===== src/hw/adsr_defs.svh =====
`ifndef ADSR_DEFS_SVH
`define ADSR_DEFS_SVH

// ***************************************************
// bus addressing
// ***************************************************
`define ADSR_DEV_ADDR        7'h6c
`define ADSR_SUB_AUTOINC_BIT 7
`define ADSR_IDX_CTRL1       7'h00
`define ADSR_IDX_CTRL2       7'h01
`define ADSR_NUM_STATUS      3'h4

// ***************************************************
// control byte fields
// ***************************************************
`define ADSR_C1_DIAG_EN      6
`define ADSR_C1_OFFSET_EN    5
`define ADSR_C1_UNMUTE_FRONT 2
`define ADSR_C1_UNMUTE_REAR  1
`define ADSR_C2_THR_SEL      7
`define ADSR_C2_WORKING      4
`define ADSR_C2_CUR_DIAG_EN  2
`define ADSR_CTRL_RESET      8'h00

// ***************************************************
// status byte fields
// ***************************************************
`define ADSR_S2_OFFSET_ACT   7
`define ADSR_S2_CUR_ACT      6
`define ADSR_S3_STANDBY      7
`define ADSR_S3_DIAG         6

// ***************************************************
// current thresholds in mA
// ***************************************************
`define ADSR_OPEN_MA_STD     10'd250
`define ADSR_OPEN_MA_LOW     10'd100
`define ADSR_NORM_MA_STD     10'd500
`define ADSR_NORM_MA_LOW     10'd300

// ***************************************************
// turn-on mute timing
// ***************************************************
`define ADSR_CLK_MHZ         20
`define ADSR_MUTE_MIN_US     100000
`define ADSR_MUTE_MAX_US     1000000
`define ADSR_MUTE_MIN_CYC    (`ADSR_MUTE_MIN_US * `ADSR_CLK_MHZ)
`define ADSR_MUTE_MAX_CYC    (`ADSR_MUTE_MAX_US * `ADSR_CLK_MHZ)

`endif


===== src/hw/adsr_pkg.sv =====
package adsr_pkg;

  // bus engine states
  typedef enum logic [6:0] {
    ADSR_S_IDLE = 7'b0000001,
    ADSR_S_ADDR = 7'b0000010,
    ADSR_S_ACK  = 7'b0000100,
    ADSR_S_RX   = 7'b0001000,
    ADSR_S_TX   = 7'b0010000,
    ADSR_S_MACK = 7'b0100000,
    ADSR_S_WAIT = 7'b1000000
  } adsr_bus_st_t;

  // turn-on mute states
  typedef enum logic [3:0] {
    ADSR_M_OFF  = 4'b0001,
    ADSR_M_DIAG = 4'b0010,
    ADSR_M_MUTE = 4'b0100,
    ADSR_M_RUN  = 4'b1000
  } adsr_mute_st_t;

endpackage


===== src/hw/adsr_chan_status.sv =====
`timescale 1ns/10ps
`default_nettype none
`include "adsr_defs.svh"

module adsr_chan_status
  import adsr_pkg::*;
(
  input  wire logic       clk_sys_in,
  input  wire logic       srst_in,
  input  wire logic       thr_sel_in,
  input  wire logic [9:0] peak_ma_in,
  input  wire logic       permanent_in,
  input  wire logic       short_load_in,
  input  wire logic       open_load_in,
  input  wire logic       offset_mode_in,
  input  wire logic       offset_in,
  input  wire logic       short_vcc_in,
  input  wire logic       short_gnd_in,
  output logic      [5:0] status_out
);

  logic [9:0] open_lim;
  logic [9:0] norm_lim;
  logic       cur_open_r;

  // ***************************************************
  // current judgement
  // ***************************************************
  // threshold set picked by the control bit
  assign open_lim = thr_sel_in ? `ADSR_OPEN_MA_LOW : `ADSR_OPEN_MA_STD;
  assign norm_lim = thr_sel_in ? `ADSR_NORM_MA_LOW : `ADSR_NORM_MA_STD;

  // between the limits the last verdict holds
  always_ff @(posedge clk_sys_in) begin
    if (srst_in) begin
      cur_open_r <= 1'b0;
    end else if (peak_ma_in < open_lim) begin
      cur_open_r <= 1'b1;
    end else if (peak_ma_in > norm_lim) begin
      cur_open_r <= 1'b0;
    end
  end

  // ***************************************************
  // status bits 5..0
  // ***************************************************
  always_ff @(posedge clk_sys_in) begin
    if (srst_in) begin
      status_out <= 6'h00;
    end else begin
      status_out[5] <= cur_open_r;
      status_out[4] <= permanent_in;
      status_out[3] <= short_load_in;
      status_out[2] <= offset_mode_in ? offset_in : open_load_in;
      status_out[1] <= short_vcc_in;
      status_out[0] <= short_gnd_in;
    end
  end

endmodule
`default_nettype wire


===== src/hw/adsr_top.sv =====
`timescale 1ns/10ps
`default_nettype none
`include "adsr_defs.svh"


module adsr_top
  import adsr_pkg::*;
#(
  parameter int unsigned MUTE_MIN_CYC = `ADSR_MUTE_MIN_CYC,
  parameter int unsigned MUTE_MAX_CYC = `ADSR_MUTE_MAX_CYC,
  parameter int unsigned CNT_W        = 25
)(
  input  wire logic            clk_sys_in,
  input  wire logic            srst_in,
  input  wire logic            scl_in,
  input  wire logic            sda_in,
  output logic                 sda_out,
  output logic                 sda_oe_out,
  input  wire logic      [7:0] first_status_byte_in,
  input  wire logic [2:0][9:0] peak_ma_in,
  input  wire logic      [2:0] big_load_volt_in,
  input  wire logic      [2:0] offset_in,
  input  wire logic      [2:0] short_vcc_in,
  input  wire logic      [2:0] short_gnd_in,
  input  wire logic            diag_cycle_done_in,
  input  wire logic            ripple_ready_in,
  output logic           [7:0] first_control_byte_out,
  output logic           [7:0] second_control_byte_out,
  output logic                 front_audio_on_out,
  output logic                 rear_audio_on_out,
  output logic                 auto_mute_out,
  output logic                 permanent_diag_out
);

  // ***************************************************
  // declarations
  // ***************************************************
  adsr_bus_st_t     state_r;
  adsr_mute_st_t    mute_st_r;
  logic             scl_q_r;
  logic             sda_q_r;
  logic             scl_rise;
  logic             scl_fall;
  logic             start_cond;
  logic             stop_cond;
  logic       [7:0] shift_r;
  logic       [7:0] rx_byte;
  logic       [2:0] bit_cnt_r;
  logic             rw_r;
  logic             sub_seen_r;
  logic             auto_inc_r;
  logic       [6:0] ptr_r;
  logic             ack_drv_r;
  logic             mack_seen_r;
  logic             more_r;
  logic       [7:0] ctrl1_r;
  logic       [7:0] ctrl2_r;
  logic       [7:0] ctrl2_nxt;
  logic             wr_strobe;
  logic [2:0][5:0]  chan_bits;
  logic       [7:0] ch2_byte;
  logic       [7:0] ch3_byte;
  logic       [7:0] ch4_byte;
  logic       [7:0] tx_byte;
  logic             perm_r;
  logic [CNT_W-1:0] mute_cnt_r;
  logic             power_on_evt;

  // ***************************************************
  // bus line sampling and conditions
  // ***************************************************
  // previous line levels for edge detection
  always_ff @(posedge clk_sys_in) begin
    if (srst_in) begin
      scl_q_r <= 1'b1;
      sda_q_r <= 1'b1;
    end else begin
      scl_q_r <= scl_in;
      sda_q_r <= sda_in;
    end
  end

  assign scl_rise   = scl_in & ~scl_q_r;
  assign scl_fall   = ~scl_in & scl_q_r;
  assign start_cond = scl_in & scl_q_r & sda_q_r & ~sda_in;
  assign stop_cond  = scl_in & scl_q_r & ~sda_q_r & sda_in;
  assign rx_byte    = {shift_r[6:0], sda_in};

  // ***************************************************
  // status byte assembly
  // ***************************************************
  genvar gi;
  generate
    for (gi = 0; gi < 3; gi++) begin : g_chan
      adsr_chan_status u_chan (
        .clk_sys_in     (clk_sys_in),
        .srst_in        (srst_in),
        .thr_sel_in     (ctrl2_r[`ADSR_C2_THR_SEL]),
        .peak_ma_in     (peak_ma_in[gi]),
        .permanent_in   (perm_r),
        .short_load_in  (~big_load_volt_in[gi]),
        .open_load_in   (big_load_volt_in[gi]),
        .offset_mode_in (ctrl1_r[`ADSR_C1_OFFSET_EN]),
        .offset_in      (offset_in[gi]),
        .short_vcc_in   (short_vcc_in[gi]),
        .short_gnd_in   (short_gnd_in[gi]),
        .status_out     (chan_bits[gi])
      );
    end
  endgenerate

  assign ch2_byte = {ctrl1_r[`ADSR_C1_OFFSET_EN],
                     ctrl2_r[`ADSR_C2_CUR_DIAG_EN], chan_bits[0]};
  assign ch3_byte = {ctrl2_r[`ADSR_C2_WORKING],
                     ctrl1_r[`ADSR_C1_DIAG_EN], chan_bits[1]};
  assign ch4_byte = {2'b00, chan_bits[2]};

  always_comb begin
    unique case (ptr_r[1:0])
      2'd0:    tx_byte = first_status_byte_in;
      2'd1:    tx_byte = ch2_byte;
      2'd2:    tx_byte = ch3_byte;
      default: tx_byte = ch4_byte;
    endcase
  end

  // ***************************************************
  // bus engine
  // ***************************************************
  // byte completed in a write phase after the sub-address
  assign wr_strobe = (state_r == ADSR_S_RX) && scl_rise &&
                     (bit_cnt_r == 3'd7) && sub_seen_r;

  // serial slave sequencing
  always_ff @(posedge clk_sys_in) begin
    if (srst_in) begin
      state_r     <= ADSR_S_IDLE;
      shift_r     <= 8'h00;
      bit_cnt_r   <= 3'd0;
      rw_r        <= 1'b0;
      sub_seen_r  <= 1'b0;
      auto_inc_r  <= 1'b0;
      ptr_r       <= 7'h00;
      ack_drv_r   <= 1'b0;
      mack_seen_r <= 1'b0;
      more_r      <= 1'b0;
      sda_oe_out  <= 1'b0;
    end else if (start_cond) begin
      state_r     <= ADSR_S_ADDR;
      bit_cnt_r   <= 3'd0;
      sub_seen_r  <= 1'b0;
      ack_drv_r   <= 1'b0;
      sda_oe_out  <= 1'b0;
    end else if (stop_cond) begin
      state_r     <= ADSR_S_IDLE;
      sda_oe_out  <= 1'b0;
    end else begin
      unique case (state_r)
        ADSR_S_IDLE: begin
          sda_oe_out <= 1'b0;
        end
        ADSR_S_ADDR: begin
          if (scl_rise) begin
            shift_r   <= rx_byte;
            bit_cnt_r <= bit_cnt_r + 3'd1;
            if (bit_cnt_r == 3'd7) begin
              if (rx_byte[7:1] == `ADSR_DEV_ADDR) begin
                rw_r    <= rx_byte[0];
                ptr_r   <= 7'h00;
                state_r <= ADSR_S_ACK;
              end else begin
                state_r <= ADSR_S_WAIT;
              end
            end
          end
        end
        ADSR_S_ACK: begin
          if (scl_fall && !ack_drv_r) begin
            ack_drv_r  <= 1'b1;
            sda_oe_out <= 1'b1;
          end else if (scl_fall) begin
            ack_drv_r <= 1'b0;
            bit_cnt_r <= 3'd0;
            if (rw_r) begin
              shift_r    <= tx_byte;
              sda_oe_out <= ~tx_byte[7];
              state_r    <= ADSR_S_TX;
            end else begin
              sda_oe_out <= 1'b0;
              state_r    <= ADSR_S_RX;
            end
          end
        end
        ADSR_S_RX: begin
          if (scl_rise) begin
            shift_r   <= rx_byte;
            bit_cnt_r <= bit_cnt_r + 3'd1;
            if (bit_cnt_r == 3'd7) begin
              state_r <= ADSR_S_ACK;
              if (!sub_seen_r) begin
                sub_seen_r <= 1'b1;
                auto_inc_r <= rx_byte[`ADSR_SUB_AUTOINC_BIT];
                ptr_r      <= rx_byte[6:0];
              end else if (auto_inc_r && ptr_r != 7'h7f) begin
                ptr_r <= ptr_r + 7'h01;
              end
            end
          end
        end
        ADSR_S_TX: begin
          if (scl_fall) begin
            bit_cnt_r <= bit_cnt_r + 3'd1;
            if (bit_cnt_r == 3'd7) begin
              sda_oe_out  <= 1'b0;
              mack_seen_r <= 1'b0;
              state_r     <= ADSR_S_MACK;
            end else begin
              shift_r    <= {shift_r[6:0], 1'b0};
              sda_oe_out <= ~shift_r[6];
            end
          end
        end
        ADSR_S_MACK: begin
          if (scl_rise) begin
            mack_seen_r <= 1'b1;
            more_r      <= ~sda_in;
            if (!sda_in && ptr_r[1:0] != 2'd3) begin
              ptr_r <= ptr_r + 7'h01;
            end
          end else if (scl_fall && mack_seen_r) begin
            bit_cnt_r <= 3'd0;
            if (more_r) begin
              shift_r    <= tx_byte;
              sda_oe_out <= ~tx_byte[7];
              state_r    <= ADSR_S_TX;
            end else begin
              sda_oe_out <= 1'b0;
              state_r    <= ADSR_S_WAIT;
            end
          end
        end
        ADSR_S_WAIT: begin
          sda_oe_out <= 1'b0;
        end
        default: begin
          state_r    <= ADSR_S_IDLE;
          sda_oe_out <= 1'b0;
        end
      endcase
    end
  end

  // open-drain data line only ever pulls low
  always_ff @(posedge clk_sys_in) begin
    sda_out <= 1'b0;
  end

  // ***************************************************
  // control bytes
  // ***************************************************
  // only control bytes take writes
  always_ff @(posedge clk_sys_in) begin
    if (srst_in) begin
      ctrl1_r <= `ADSR_CTRL_RESET;
    end else if (wr_strobe && ptr_r == `ADSR_IDX_CTRL1) begin
      ctrl1_r <= rx_byte;
    end
  end

  assign ctrl2_nxt = (wr_strobe && ptr_r == `ADSR_IDX_CTRL2) ? rx_byte
                                                             : ctrl2_r;

  // second control byte holds standby and threshold select
  always_ff @(posedge clk_sys_in) begin
    if (srst_in) begin
      ctrl2_r <= `ADSR_CTRL_RESET;
    end else begin
      ctrl2_r <= ctrl2_nxt;
    end
  end

  // control bytes mirrored out
  always_ff @(posedge clk_sys_in) begin
    if (srst_in) begin
      first_control_byte_out  <= `ADSR_CTRL_RESET;
      second_control_byte_out <= `ADSR_CTRL_RESET;
    end else begin
      first_control_byte_out  <= ctrl1_r;
      second_control_byte_out <= ctrl2_r;
    end
  end

  // ***************************************************
  // turn-on mute sequencing
  // ***************************************************
  // standby released by a write: power-on command
  assign power_on_evt = ctrl2_nxt[`ADSR_C2_WORKING] &
                        ~ctrl2_r[`ADSR_C2_WORKING];

  // mute state and duration count
  always_ff @(posedge clk_sys_in) begin
    if (srst_in) begin
      mute_st_r  <= ADSR_M_OFF;
      mute_cnt_r <= '0;
      perm_r     <= 1'b0;
    end else if (!ctrl2_r[`ADSR_C2_WORKING]) begin
      mute_st_r  <= ADSR_M_OFF;
      mute_cnt_r <= '0;
      perm_r     <= 1'b0;
    end else begin
      unique case (mute_st_r)
        ADSR_M_OFF: begin
          mute_cnt_r <= '0;
          if (power_on_evt || ctrl2_r[`ADSR_C2_WORKING]) begin
            mute_st_r <= ctrl1_r[`ADSR_C1_DIAG_EN] ? ADSR_M_DIAG
                                                   : ADSR_M_MUTE;
          end
        end
        ADSR_M_DIAG: begin
          if (diag_cycle_done_in) begin
            perm_r    <= 1'b1;
            mute_st_r <= ADSR_M_MUTE;
          end
        end
        ADSR_M_MUTE: begin
          mute_cnt_r <= mute_cnt_r + 1'b1;
          if (mute_cnt_r >= CNT_W'(MUTE_MAX_CYC - 1) ||
              (ripple_ready_in &&
               mute_cnt_r >= CNT_W'(MUTE_MIN_CYC - 1))) begin
            mute_st_r <= ADSR_M_RUN;
          end
        end
        ADSR_M_RUN: begin
          mute_cnt_r <= '0;
        end
      endcase
    end
  end

  // ***************************************************
  // audio enables
  // ***************************************************
  // turn-on mute overrides unmute
  always_ff @(posedge clk_sys_in) begin
    if (srst_in) begin
      auto_mute_out      <= 1'b1;
      front_audio_on_out <= 1'b0;
      rear_audio_on_out  <= 1'b0;
      permanent_diag_out <= 1'b0;
    end else begin
      auto_mute_out      <= (mute_st_r != ADSR_M_RUN);
      front_audio_on_out <= (mute_st_r == ADSR_M_RUN) &&
                            ctrl1_r[`ADSR_C1_UNMUTE_FRONT];
      rear_audio_on_out  <= (mute_st_r == ADSR_M_RUN) &&
                            ctrl1_r[`ADSR_C1_UNMUTE_REAR];
      permanent_diag_out <= perm_r;
    end
  end

endmodule
`default_nettype wire


===== config.mk =====
export PLATFORM = sky130hd
export DESIGN_NAME = adsr_top
export DESIGN_NICKNAME = d
export VERILOG_FILES = /design/src/hw/adsr_pkg.sv /design/src/hw/adsr_chan_status.sv /design/src/hw/adsr_top.sv
export VERILOG_INCLUDE_DIRS = /design/src /design/src/hw
export SDC_FILE = /design/constraint.sdc
export NUM_CORES = 1
export LEC_CHECK = 0
export BUFFER_PORTS_ARGS = -buffer_cell sky130_fd_sc_hd__buf_4
export CAP_MARGIN = 10
export CORE_MARGIN = 1.5
export CORE_UTILIZATION = 43
export DETAILED_ROUTE_END_ITERATION = 16
export GPL_ROUTABILITY_DRIVEN = 0
export SLEW_MARGIN = 20
export SYNTH_ARGS = -nofsm -noshare
export SYNTH_HDL_FRONTEND = slang
export SYNTH_SLANG_ARGS = --single-unit

===== constraint.sdc =====
create_clock -name clk_sys_in -period 2.95 [get_ports clk_sys_in]
set_input_delay 0.295 -clock clk_sys_in [delete_from_list [all_inputs] [get_ports clk_sys_in]]
set_output_delay 0.295 -clock clk_sys_in [all_outputs]
set_load 0.1 [all_outputs]

==> results_dict.tcl, run 1 <==
set metrics [dict create \
    synth.distinct_cells 74 \
    cts_hold_repair.buffers 0 \
    leakage_nw 2.76 \
    postSynthRegisterBits 117 \
    setup_violations 0 \
    timing.critical_path.fanout_max 13 \
    start_util_pct 44.2 \
    cp_data_arrival_time_ns 2.90 \
    power_report.internal_total_mw 3.09 \
    pre_cts_ws_ns 0.400 \
    timing.rr.end "shift_r[6]$_SDFFE_PP0P_" \
    timing.critical_path.from "state_r[2]$_SDFFE_PP0P_" \
    post_cts_buffers 0 \
    p_seq_share_pct 41.2 \
    critical_path.reg2reg.startpoint "state_r[2]$_SDFFE_PP0P_" \
    first_global_vias 4931 \
    critPathLaunchType "flip-flop" \
    cts_tree "built" \
    num_antenna_cells 0 \
    drive_above_1_share_pct 17.8 \
    max-clock-path-buffers 2 \
    drt-vias-per-instance 5.54 \
    mappedNetlistArea_mm2 0.00588 \
    detailed_place_hpwl_mm 10.5 \
    status "finished clean" \
    power.net_switching_mw 1.03 \
    multi_input_comb_area_mm2 0.00328 \
    gr-total-overflow 0 \
    clock_insertion_delay_worst_skew_ns 0.42 \
    post-route-worst-setup-slack_ns 0.335 \
    chipWidth_um 120 \
    post_drt_wl_per_cell_um 15.7 \
    syn_inst 676 \
    die-area_mm2 0.0144 \
    finalMaxSlewViolations 0 \
    crit_chain "nor2_1 -> and4_1 -> a221oi_1 -> nand4bb_1 -> a211oi_1 -> a211oi_1" \
    clk_pin_slew_ns 0.05 \
    sw_frac_of_total_pct 25.0 \
    routed-via-count 5151 \
    grt_first_pass_wirelength_mm 24.1 \
    dominant_cell_type_by_count_on_the_critical_path "sky130_fd_sc_hd__a211oi_1" \
    cts_made_buffers 17 \
    setup_repair_after_global_routing_missed_its_margin "false" \
    synth-async-reset-ratio_pct 0 \
    antenna_found_initial 0 \
    max_freq_mhz 382 \
    min_path_type "in2reg" \
    portion_of_total_power_attributed_to_the_clock_network_pct 48.6 \
    route.detailed.drc 0 \
    die_h_um 120 \
    synth_nets 757 \
    core_mm2 0.0133 \
    cts.repair.resized 0 \
    clock_tree.root_cell "sky130_fd_sc_hd__clkbuf_16" \
    synth-warning-count 0 \
    drt-initial-drc-count 447 \
    r2r_worst_path_depth 6 \
    setup-tns-final_ns 0 \
    grt_start_max_net_pins 56 \
    timing.setup.critical_path_class "reg2reg" \
    critical_path.max_stage_delay_ns 0.57 \
    synth_flop_cell "sky130_fd_sc_hd__dfxtp_1" \
    min_period_over_period_pct 88.6 \
    final.setup_skew_ns 0.00650 \
    power.density_cell_area_mw_per_mm2 579 \
    core.rowCount 42 \
    end_of_the_critical_path "shift_r[6]$_SDFFE_PP0P_" \
    finish.net_count 822 \
    drv.max_cap_violation_count 0 \
    finalCriticalPeriod_ns 2.61 \
    num-fill-cells 1240 \
    global_route.usage.total_pct 21.4 \
    comb_power_share_pct 10.2 \
    ioPinCount 78 \
    register_area_mm2 0.00234 \
    worst_ep_required_ns 3.24 \
    syn_avg_cell_area_um2 8.69 \
    slew-limit-headroom_pct 39.3 \
    edff_count_synth 0 \
    vdd.ir_drop.worst_v 0.000409 \
    antenna_violating_nets_remaining 0 \
    finalWirelength_mm 14.6 \
    synth-seq-area-share_pct 39.9 \
    hold_violations 0 \
    dr.pass1.iters 6 \
    tightest_slew_ns 0.888 \
    htreeDepth 4 \
    timing.critical_path.slowest_stage_cell "sky130_fd_sc_hd__a221oi_1" \
    rrSetupSlack_ns 0.34 \
    synthToLayoutAreaGrowth_pct 21.2 \
    worstSetupEndpointType "flip-flop" \
    clock-sinks 117 \
    port-buffer-count 76 \
]
==> cell usage in the layout, fill, tap and decap left out, drive strengths merged, types with 5 or more instances in the layout <==
master,n
a211oi,12
a21oi,42
a221oi,6
a222oi,7
and2,9
buf,83
clkbuf,25
dfxtp,117
ha,25
inv,18
mux2i,27
nand2,34
nand2b,6
nand3,23
nand4,15
nor2,89
nor2b,28
nor3,23
nor4,5
o2111ai,6
o21ai,30
or2,11
or3,6
xnor2,12
xor2,16
==> layout make-up <==
type	count	share of cell area, %
Clock buffer	25	7.24
Timing Repair Buffer	83	8.75
Multi-Input combinational cell	504	46.1
Tap cell	176	3.09
Clock inverter	7	0.967
Inverter	18	0.949
Sequential cell	117	32.9
==> cells by family (layout without fill, tap and decap cells) <==
logic type	count (synthesis)	in the layout	share of synthesized area, %
AOI/OAI and AO/OA	140	140	15.8
xor gates and xnor gates	28	28	4.17
adders and majority gates	25	25	5.32
buffers and inverters	55	133	4.28
DFF	117	117	39.9
muxes	28	28	4.79
other	1	1	0.0638
and+or+nand+nor	282	282	25.7
==> stage by stage <==
step	power [mW]	hold slack [ns]	utilization [%]	instance area, µm²	std cells
after global placement	2.13	0.455	49.2	6540	898
after floorplan	2.01	0.362	-	5880	676
after global routing	4.27	0.0194	53.5	7120	930
after detailed placement	2.14	0.455	49.2	6540	898
final	4.12	0.0281	53.5	7120	930
after CTS	4.14	0.0106	53.5	7120	930
==> Yosys cell counts, types with 5 or more instances <==
cell | instances | area [µm²]
sky130_fd_sc_hd__xor2_1 | 16 | 140
sky130_fd_sc_hd__xnor2_1 | 12 | 105
sky130_fd_sc_hd__nor4_1 | 5 | 31.3
sky130_fd_sc_hd__inv_1 | 18 | 67.6
sky130_fd_sc_hd__or2_2 | 7 | 43.8
sky130_fd_sc_hd__nor2b_1 | 28 | 175
sky130_fd_sc_hd__o2111ai_1 | 6 | 52.6
sky130_fd_sc_hd__nand3_1 | 22 | 110
sky130_fd_sc_hd__nand4_1 | 14 | 87.6
sky130_fd_sc_hd__a221oi_1 | 6 | 52.6
sky130_fd_sc_hd__ha_1 | 25 | 313
sky130_fd_sc_hd__nor3_1 | 21 | 105
sky130_fd_sc_hd__a21oi_1 | 42 | 210
sky130_fd_sc_hd__and2_1 | 9 | 56.3
sky130_fd_sc_hd__buf_2 | 6 | 30.0
sky130_fd_sc_hd__nand2_1 | 34 | 128
sky130_fd_sc_hd__dfxtp_1 | 117 | 2340
sky130_fd_sc_hd__a222oi_1 | 7 | 70.1
sky130_fd_sc_hd__a211oi_1 | 12 | 90.1
sky130_fd_sc_hd__nor2_1 | 89 | 334
sky130_fd_sc_hd__o21ai_0 | 29 | 145
sky130_fd_sc_hd__nand2b_1 | 6 | 37.5
sky130_fd_sc_hd__mux2i_1 | 27 | 270
sky130_fd_sc_hd__or3_1 | 5 | 31.3
sky130_fd_sc_hd__clkbuf_1 | 23 | 86.3
==> registers in the layout, summed over array words and instances (netlist names), 3 cells and up <==
name	count
bit_cnt_r	3
ctrl1_r	8
ctrl2_r	8
first_control_byte_out	8
g_chan.u_chan.cur_open_r	3
g_chan.u_chan.status_out	16
mute_cnt_r	25
mute_st_r	4
ptr_r	7
second_control_byte_out	8
shift_r	7
state_r	7
==> worst min-delay path by stage <==
| stage | endpoint | cells after the start | start | slack [ns] |
|---|---|---|---|---|
| 2_1_floorplan | g_chan[0].u_chan.status_out[3]$_SDFF_PP0_ | 1 | big_load_volt_in[0] | 0.36 |
| 3_3_place_gp | g_chan[2].u_chan.status_out[3]$_SDFF_PP0_ | 2 | big_load_volt_in[2] | 0.45 |
| 3_5_place_dp | g_chan[2].u_chan.cur_open_r$_SDFFE_PP0P_ | 2 | peak_ma_in[29] | 0.46 |
| 4_1_cts | g_chan[2].u_chan.cur_open_r$_SDFFE_PP0P_ | 2 | peak_ma_in[29] | 0.01 |
| 5_1_grt | g_chan[2].u_chan.cur_open_r$_SDFFE_PP0P_ | 2 | peak_ma_in[29] | 0.02 |
| 6_report | g_chan[1].u_chan.status_out[3]$_SDFF_PP0_ | 2 | big_load_volt_in[1] | 0.03 |
==> critical path: cells and delay by family (launching register included) <==
kind            cells  cell delay (ns)
simple gates        3             0.92
flops               1             0.56
compound gates      3             0.99
==> power groups by stage <==
stage | registers (mW) | logic (mW) | clock network, mW
global route | 1.70 | 0.463 | 2.11
detailed placement | 1.73 | 0.415 | 0
finish | 1.70 | 0.421 | 2.00
floorplan | 1.68 | 0.328 | 0
CTS | 1.69 | 0.417 | 2.03
global placement | 1.72 | 0.406 | 0
==> metal layers <==
metal,track usage (%),up-vias,wire (µm)
met2,33.0,178,6520
met3,5.70,25,1030
met5,0,-,0
met1,28.4,2388,6780
li1,-,2560,-
met4,8.48,0,263
(Power assumes the default switching activity.)
==> inputs of run 2 (changes only) <==
PLACE_DENSITY = 0.61   (was not set)
==> results_dict.tcl, run 2 (synthesized netlist as in run 1, its figures left out) <==
set metrics [dict create \
    num_antenna_cells 0 \
    critical_path.max_stage_delay_ns 0.60 \
    layout.core_utilization_pct 53.8 \
    timing.setup.critical_path_class "reg2reg" \
    clk_pin_slew_ns 0.06 \
    pre_cts_ws_ns 0.350 \
    clock_tree.root_cell "sky130_fd_sc_hd__clkbuf_16" \
    die-area_mm2 0.0144 \
    timing.critical_path.fanout_max 13 \
    biggestRegsByFlops "mute_cnt_r x25, g_chan.u_chan.status_out x16" \
    routed-via-count 5273 \
    timing.critical_path.slowest_stage_cell "sky130_fd_sc_hd__a221oi_1" \
    chipWidth_um 120 \
    die_h_um 120 \
    setup-tns-final_ns 0 \
    cts.repair.resized 0 \
    cp_data_arrival_time_ns 2.95 \
    drv.max_cap_violation_count 0 \
    post_drt_wl_per_cell_um 16.2 \
    end_of_the_critical_path "shift_r[5]$_SDFFE_PP0P_" \
    grt_start_max_net_pins 44 \
    rrSetupSlack_ns 0.28 \
    finalWirelength_mm 15.1 \
    ioPinCount 78 \
    route.detailed.drc 0 \
    finalCriticalPeriod_ns 2.67 \
    leakage_nw 2.76 \
    setup_repair_after_global_routing_missed_its_margin "false" \
    min_path_type "in2reg" \
    setup_violations 0 \
    core.rowCount 42 \
    core_mm2 0.0133 \
    status "finished clean" \
    antenna_found_initial 0 \
    layoutNonFillerInstCount 931 \
    layout.cells.most_common "sky130_fd_sc_hd__dfxtp_1" \
    crit_chain "nor2_1 -> and4_1 -> a221oi_1 -> nand4bb_1 -> a211oi_1 -> nor3_1" \
    dr.pass1.iters 5 \
    critPathLaunchType "flip-flop" \
    global_route.usage.total_pct 21.9 \
    design_area_mm2 0.00715 \
    clock_insertion_delay_worst_skew_ns 0.42 \
    start_util_pct 44.2 \
    power.density_cell_area_mw_per_mm2 590 \
    slew-limit-headroom_pct 37.5 \
    max-clock-path-buffers 2 \
    post-route-worst-setup-slack_ns 0.283 \
    grt_first_pass_wirelength_mm 25.1 \
    dp.cells 899 \
    design_power_total_mw 4.22 \
    gr-total-overflow 0 \
    max_freq_mhz 375 \
    cts_made_buffers 17 \
    tightest_slew_ns 0.914 \
    timing.rr.end "shift_r[5]$_SDFFE_PP0P_" \
    min_period_over_period_pct 90.4 \
    drive_above_1_share_pct 18.1 \
    finalMaxSlewViolations 0 \
    finish.net_count 823 \
    clock-sinks 117 \
    final.setup_skew_ns 0.00984 \
    drt-initial-drc-count 523 \
    largest_register_ffs 25 \
    r2r_worst_path_depth 6 \
    first_global_vias 5033 \
    largest-register "mute_cnt_r" \
    synthToLayoutAreaGrowth_pct 21.7 \
    timing.critical_path.from "state_r[2]$_SDFFE_PP0P_" \
    detailed_place_hpwl_mm 10.5 \
    cts_hold_repair.buffers 0 \
    vdd.ir_drop.worst_v 0.000388 \
    htreeDepth 4 \
    port-buffer-count 76 \
    layout.cells.most_common_list "sky130_fd_sc_hd__dfxtp_1, sky130_fd_sc_hd__nor2_1, sky130_fd_sc_hd__buf_4" \
    placement.cell_area_mm2 0.00654 \
    hold_violations 0 \
    hold_ws_ns 0.0295 \
    worstSetupEndpointType "flip-flop" \
    critical_path.reg2reg.startpoint "state_r[2]$_SDFFE_PP0P_" \
    cts_tree "built" \
    post_cts_buffers 0 \
    worst_ep_required_ns 3.23 \
    drt-vias-per-instance 5.66 \
    antenna_violating_nets_remaining 0 \
]
==> run 2: where the power goes <==
group | internal, mW | switching, mW | leakage (nW)
sequential | 1.62 | 0.0717 | 0.948
clock | 1.33 | 0.768 | 0.282
combinational | 0.185 | 0.246 | 1.53
==> run 2: routing by layer <==
metal  track usage [%]  part of all wire, %  up-vias
met2              34.0                   45      203
met4              9.75                  2.6        0
met5                 0                    0        -
li1                  -                    -     2571
met1              28.7                   46     2460
met3              5.85                  6.6       39
==> run 2: worst min path at each step <==
stage / depth (start not counted) / slack, ns / endpoint / start
6_report: 2 / 0.03 / g_chan[2].u_chan.cur_open_r$_SDFFE_PP0P_ / peak_ma_in[29]
5_1_grt: 2 / 0.01 / g_chan[2].u_chan.cur_open_r$_SDFFE_PP0P_ / peak_ma_in[29]
4_1_cts: 2 / 0.02 / g_chan[2].u_chan.cur_open_r$_SDFFE_PP0P_ / peak_ma_in[29]
3_5_place_dp: 2 / 0.46 / perm_r$_SDFFE_PP0P_ / perm_r$_SDFFE_PP0P_
3_3_place_gp: 2 / 0.45 / perm_r$_SDFFE_PP0P_ / perm_r$_SDFFE_PP0P_
2_1_floorplan: 1 / 0.36 / g_chan[0].u_chan.status_out[3]$_SDFF_PP0_ / big_load_volt_in[0]
==> run 2: worst max-delay path: cells and delay by family (launching register included) <==
kind / cells / cell delay (ns)
flops: 1 / 0.56
simple gates: 4 / 0.98
compound gates: 2 / 0.98
==> run 2: area by class of cell <==
| cell class | instances | area, µm² |
|---|---|---|
| clock buffers | 17 | 425 |
| clock inverters | 15 | 181 |
| fillers | 1231 | 6150 |
| inverters | 18 | 67.6 |
| multi-input cells | 504 | 3280 |
| flip-flops and latches | 117 | 2340 |
| well taps | 176 | 220 |
| repair buffers | 84 | 631 |
==> inputs of run 3 (changes only) <==
GPL_TIMING_DRIVEN = 0   (was not set)
SKIP_CTS_REPAIR_TIMING = 1   (was not set)
SLEW_MARGIN = 15   (was 20)
==> results_dict.tcl, run 3 (synthesized netlist as in run 1, its figures left out) <==
set metrics [dict create \
    cp_data_arrival_time_ns 2.89 \
    min_path_type "in2reg" \
    setup-tns-final_ns 0 \
    layout.cells.most_common_list "sky130_fd_sc_hd__dfxtp_1, sky130_fd_sc_hd__nor2_1, sky130_fd_sc_hd__buf_4" \
    grt.met1_usage_pct 29.6 \
    chipWidth_um 120 \
    vdd.ir_drop.worst_v 0.000368 \
    global_route_met3_utilization_pct 4.85 \
    biggestRegsByFlops "mute_cnt_r x25, g_chan.u_chan.status_out x16" \
    status "finished clean" \
    setup_violations 0 \
    max-clock-path-buffers 2 \
    timing.setup.critical_path_class "reg2reg" \
    drv.max_cap_violation_count 0 \
    dr.pass1.iters 5 \
    cts_made_buffers 17 \
    min_period_over_period_pct 88.7 \
    met2_routing_resource_usage_after_global_routing_pct 34.2 \
    largest-register "mute_cnt_r" \
    start_util_pct 44.2 \
    htreeDepth 4 \
    finalMaxSlewViolations 0 \
    detailed_place_hpwl_mm 11.0 \
    drt-vias-per-instance 5.57 \
    grt_busiest_layer "met2" \
    power.density_cell_area_mw_per_mm2 551 \
    die_h_um 120 \
    holdPathStages 2 \
    finish.net_count 851 \
    clock_tree.root_cell "sky130_fd_sc_hd__clkbuf_16" \
    cts_tree "built" \
    layout.cells.most_common "sky130_fd_sc_hd__dfxtp_1" \
    grt_start_max_net_pins 18 \
    clock-sinks 117 \
    r2r_worst_path_depth 8 \
    leakage_nw 2.78 \
    drive_above_1_share_pct 17.2 \
    finalCriticalPeriod_ns 2.62 \
    finalWirelength_mm 15.0 \
    gr-total-overflow 0 \
    max_freq_mhz 382 \
    synthToLayoutAreaGrowth_pct 22.1 \
    clock_insertion_delay_worst_skew_ns 0.41 \
    slew-limit-headroom_pct 40.2 \
    port-buffer-count 75 \
    setup_repair_after_global_routing_missed_its_margin "false" \
    core_mm2 0.0133 \
    largest_register_ffs 25 \
    routed-via-count 5317 \
    clk_pin_slew_ns 0.05 \
    global_route.usage.total_pct 21.9 \
    final.setup_skew_ns 0.00647 \
    grt_first_pass_wirelength_mm 25.1 \
    timing.critical_path.fanout_max 9 \
    hold_violations 0 \
    drt-initial-drc-count 441 \
    post_drt_wl_per_cell_um 15.7 \
    critPathLaunchType "flip-flop" \
    first_global_vias 5097 \
    rrSetupSlack_ns 0.33 \
    num_antenna_cells 0 \
    antenna_found_initial 0 \
    route.detailed.drc 0 \
    design_power_total_mw 3.96 \
    worst_ep_required_ns 3.23 \
    core.rowCount 42 \
    die-area_mm2 0.0144 \
    worstSetupEndpointType "flip-flop" \
    antenna_violating_nets_remaining 0 \
    ioPinCount 78 \
    tightest_slew_ns 0.888 \
]
## run 3: worst max-delay path, stage by stage (launching register included)
cell and delay [ns]:
sky130_fd_sc_hd__dfxtp_1 0.29, sky130_fd_sc_hd__buf_2 0.16, sky130_fd_sc_hd__nor3_1 0.33, sky130_fd_sc_hd__nand3_1 0.43, sky130_fd_sc_hd__o221ai_1 0.58, sky130_fd_sc_hd__nand4bb_1 0.20, sky130_fd_sc_hd__buf_2 0.23, sky130_fd_sc_hd__mux2i_1 0.21
sky130_fd_sc_hd__nor2_1 0.05
## run 3: power breakdown
group | total (mW) | switching [mW] | internal (mW) | leakage (nW)
Clock | 1.80 | 0.664 | 1.13 | 0.256
Sequential | 1.67 | 0.0471 | 1.62 | 0.948
Combinational | 0.488 | 0.281 | 0.208 | 1.58
Total | 3.96 | 0.991 | 2.97 | 2.78
## run 3: per-stage QoR
stage | cells | utilization, % | worst slack, ns | hold WS [ns] | area (µm²)
3_5_place_dp | 927 | 50.1 | 0.414 | 0.457 | 6660
5_1_grt | 955 | 54.0 | 0.133 | 0.0329 | 7170
6_report | 955 | 54.0 | 0.332 | 0.0412 | 7170
4_1_cts | 955 | 54.0 | 0.389 | 0.0271 | 7170
2_1_floorplan | 676 | - | 0.777 | 0.362 | 5880
3_3_place_gp | 927 | 50.1 | 0.467 | 0.452 | 6660
## run 3: path summary, 6_finish.rpt
kind,from,to
worst max-delay path,state_r[6]$_SDFFE_PP0P_,shift_r[4]$_SDFFE_PP0P_
worst min-delay path,big_load_volt_in[0],g_chan[0].u_chan.status_out[3]$_SDFF_PP0_
worst max register to register,state_r[6]$_SDFFE_PP0P_,shift_r[4]$_SDFFE_PP0P_
worst min register to register,ctrl2_r[1]$_SDFFE_PP0P_,second_control_byte_out[1]$_SDFF_PP0_
## run 3: cell type report
class | instances | area (µm²)
sequential | 117 | 2340
buffer | 37 | 184
timing repair buffer | 75 | 563
tap | 176 | 220
inverter | 18 | 67.6
multi-input combinational | 504 | 3280
fill | 1274 | 6120
clock buffer | 23 | 488
clock inverter | 5 | 27.5
## run 3: per-layer routing
| metal | part of all wire (%) | vias up |
|---|---|---|
| met5 | 0 | - |
| met1 | 48 | 2485 |
| met4 | 1.6 | 0 |
| met3 | 5.5 | 23 |
| li1 | - | 2619 |
| met2 | 45 | 190 |
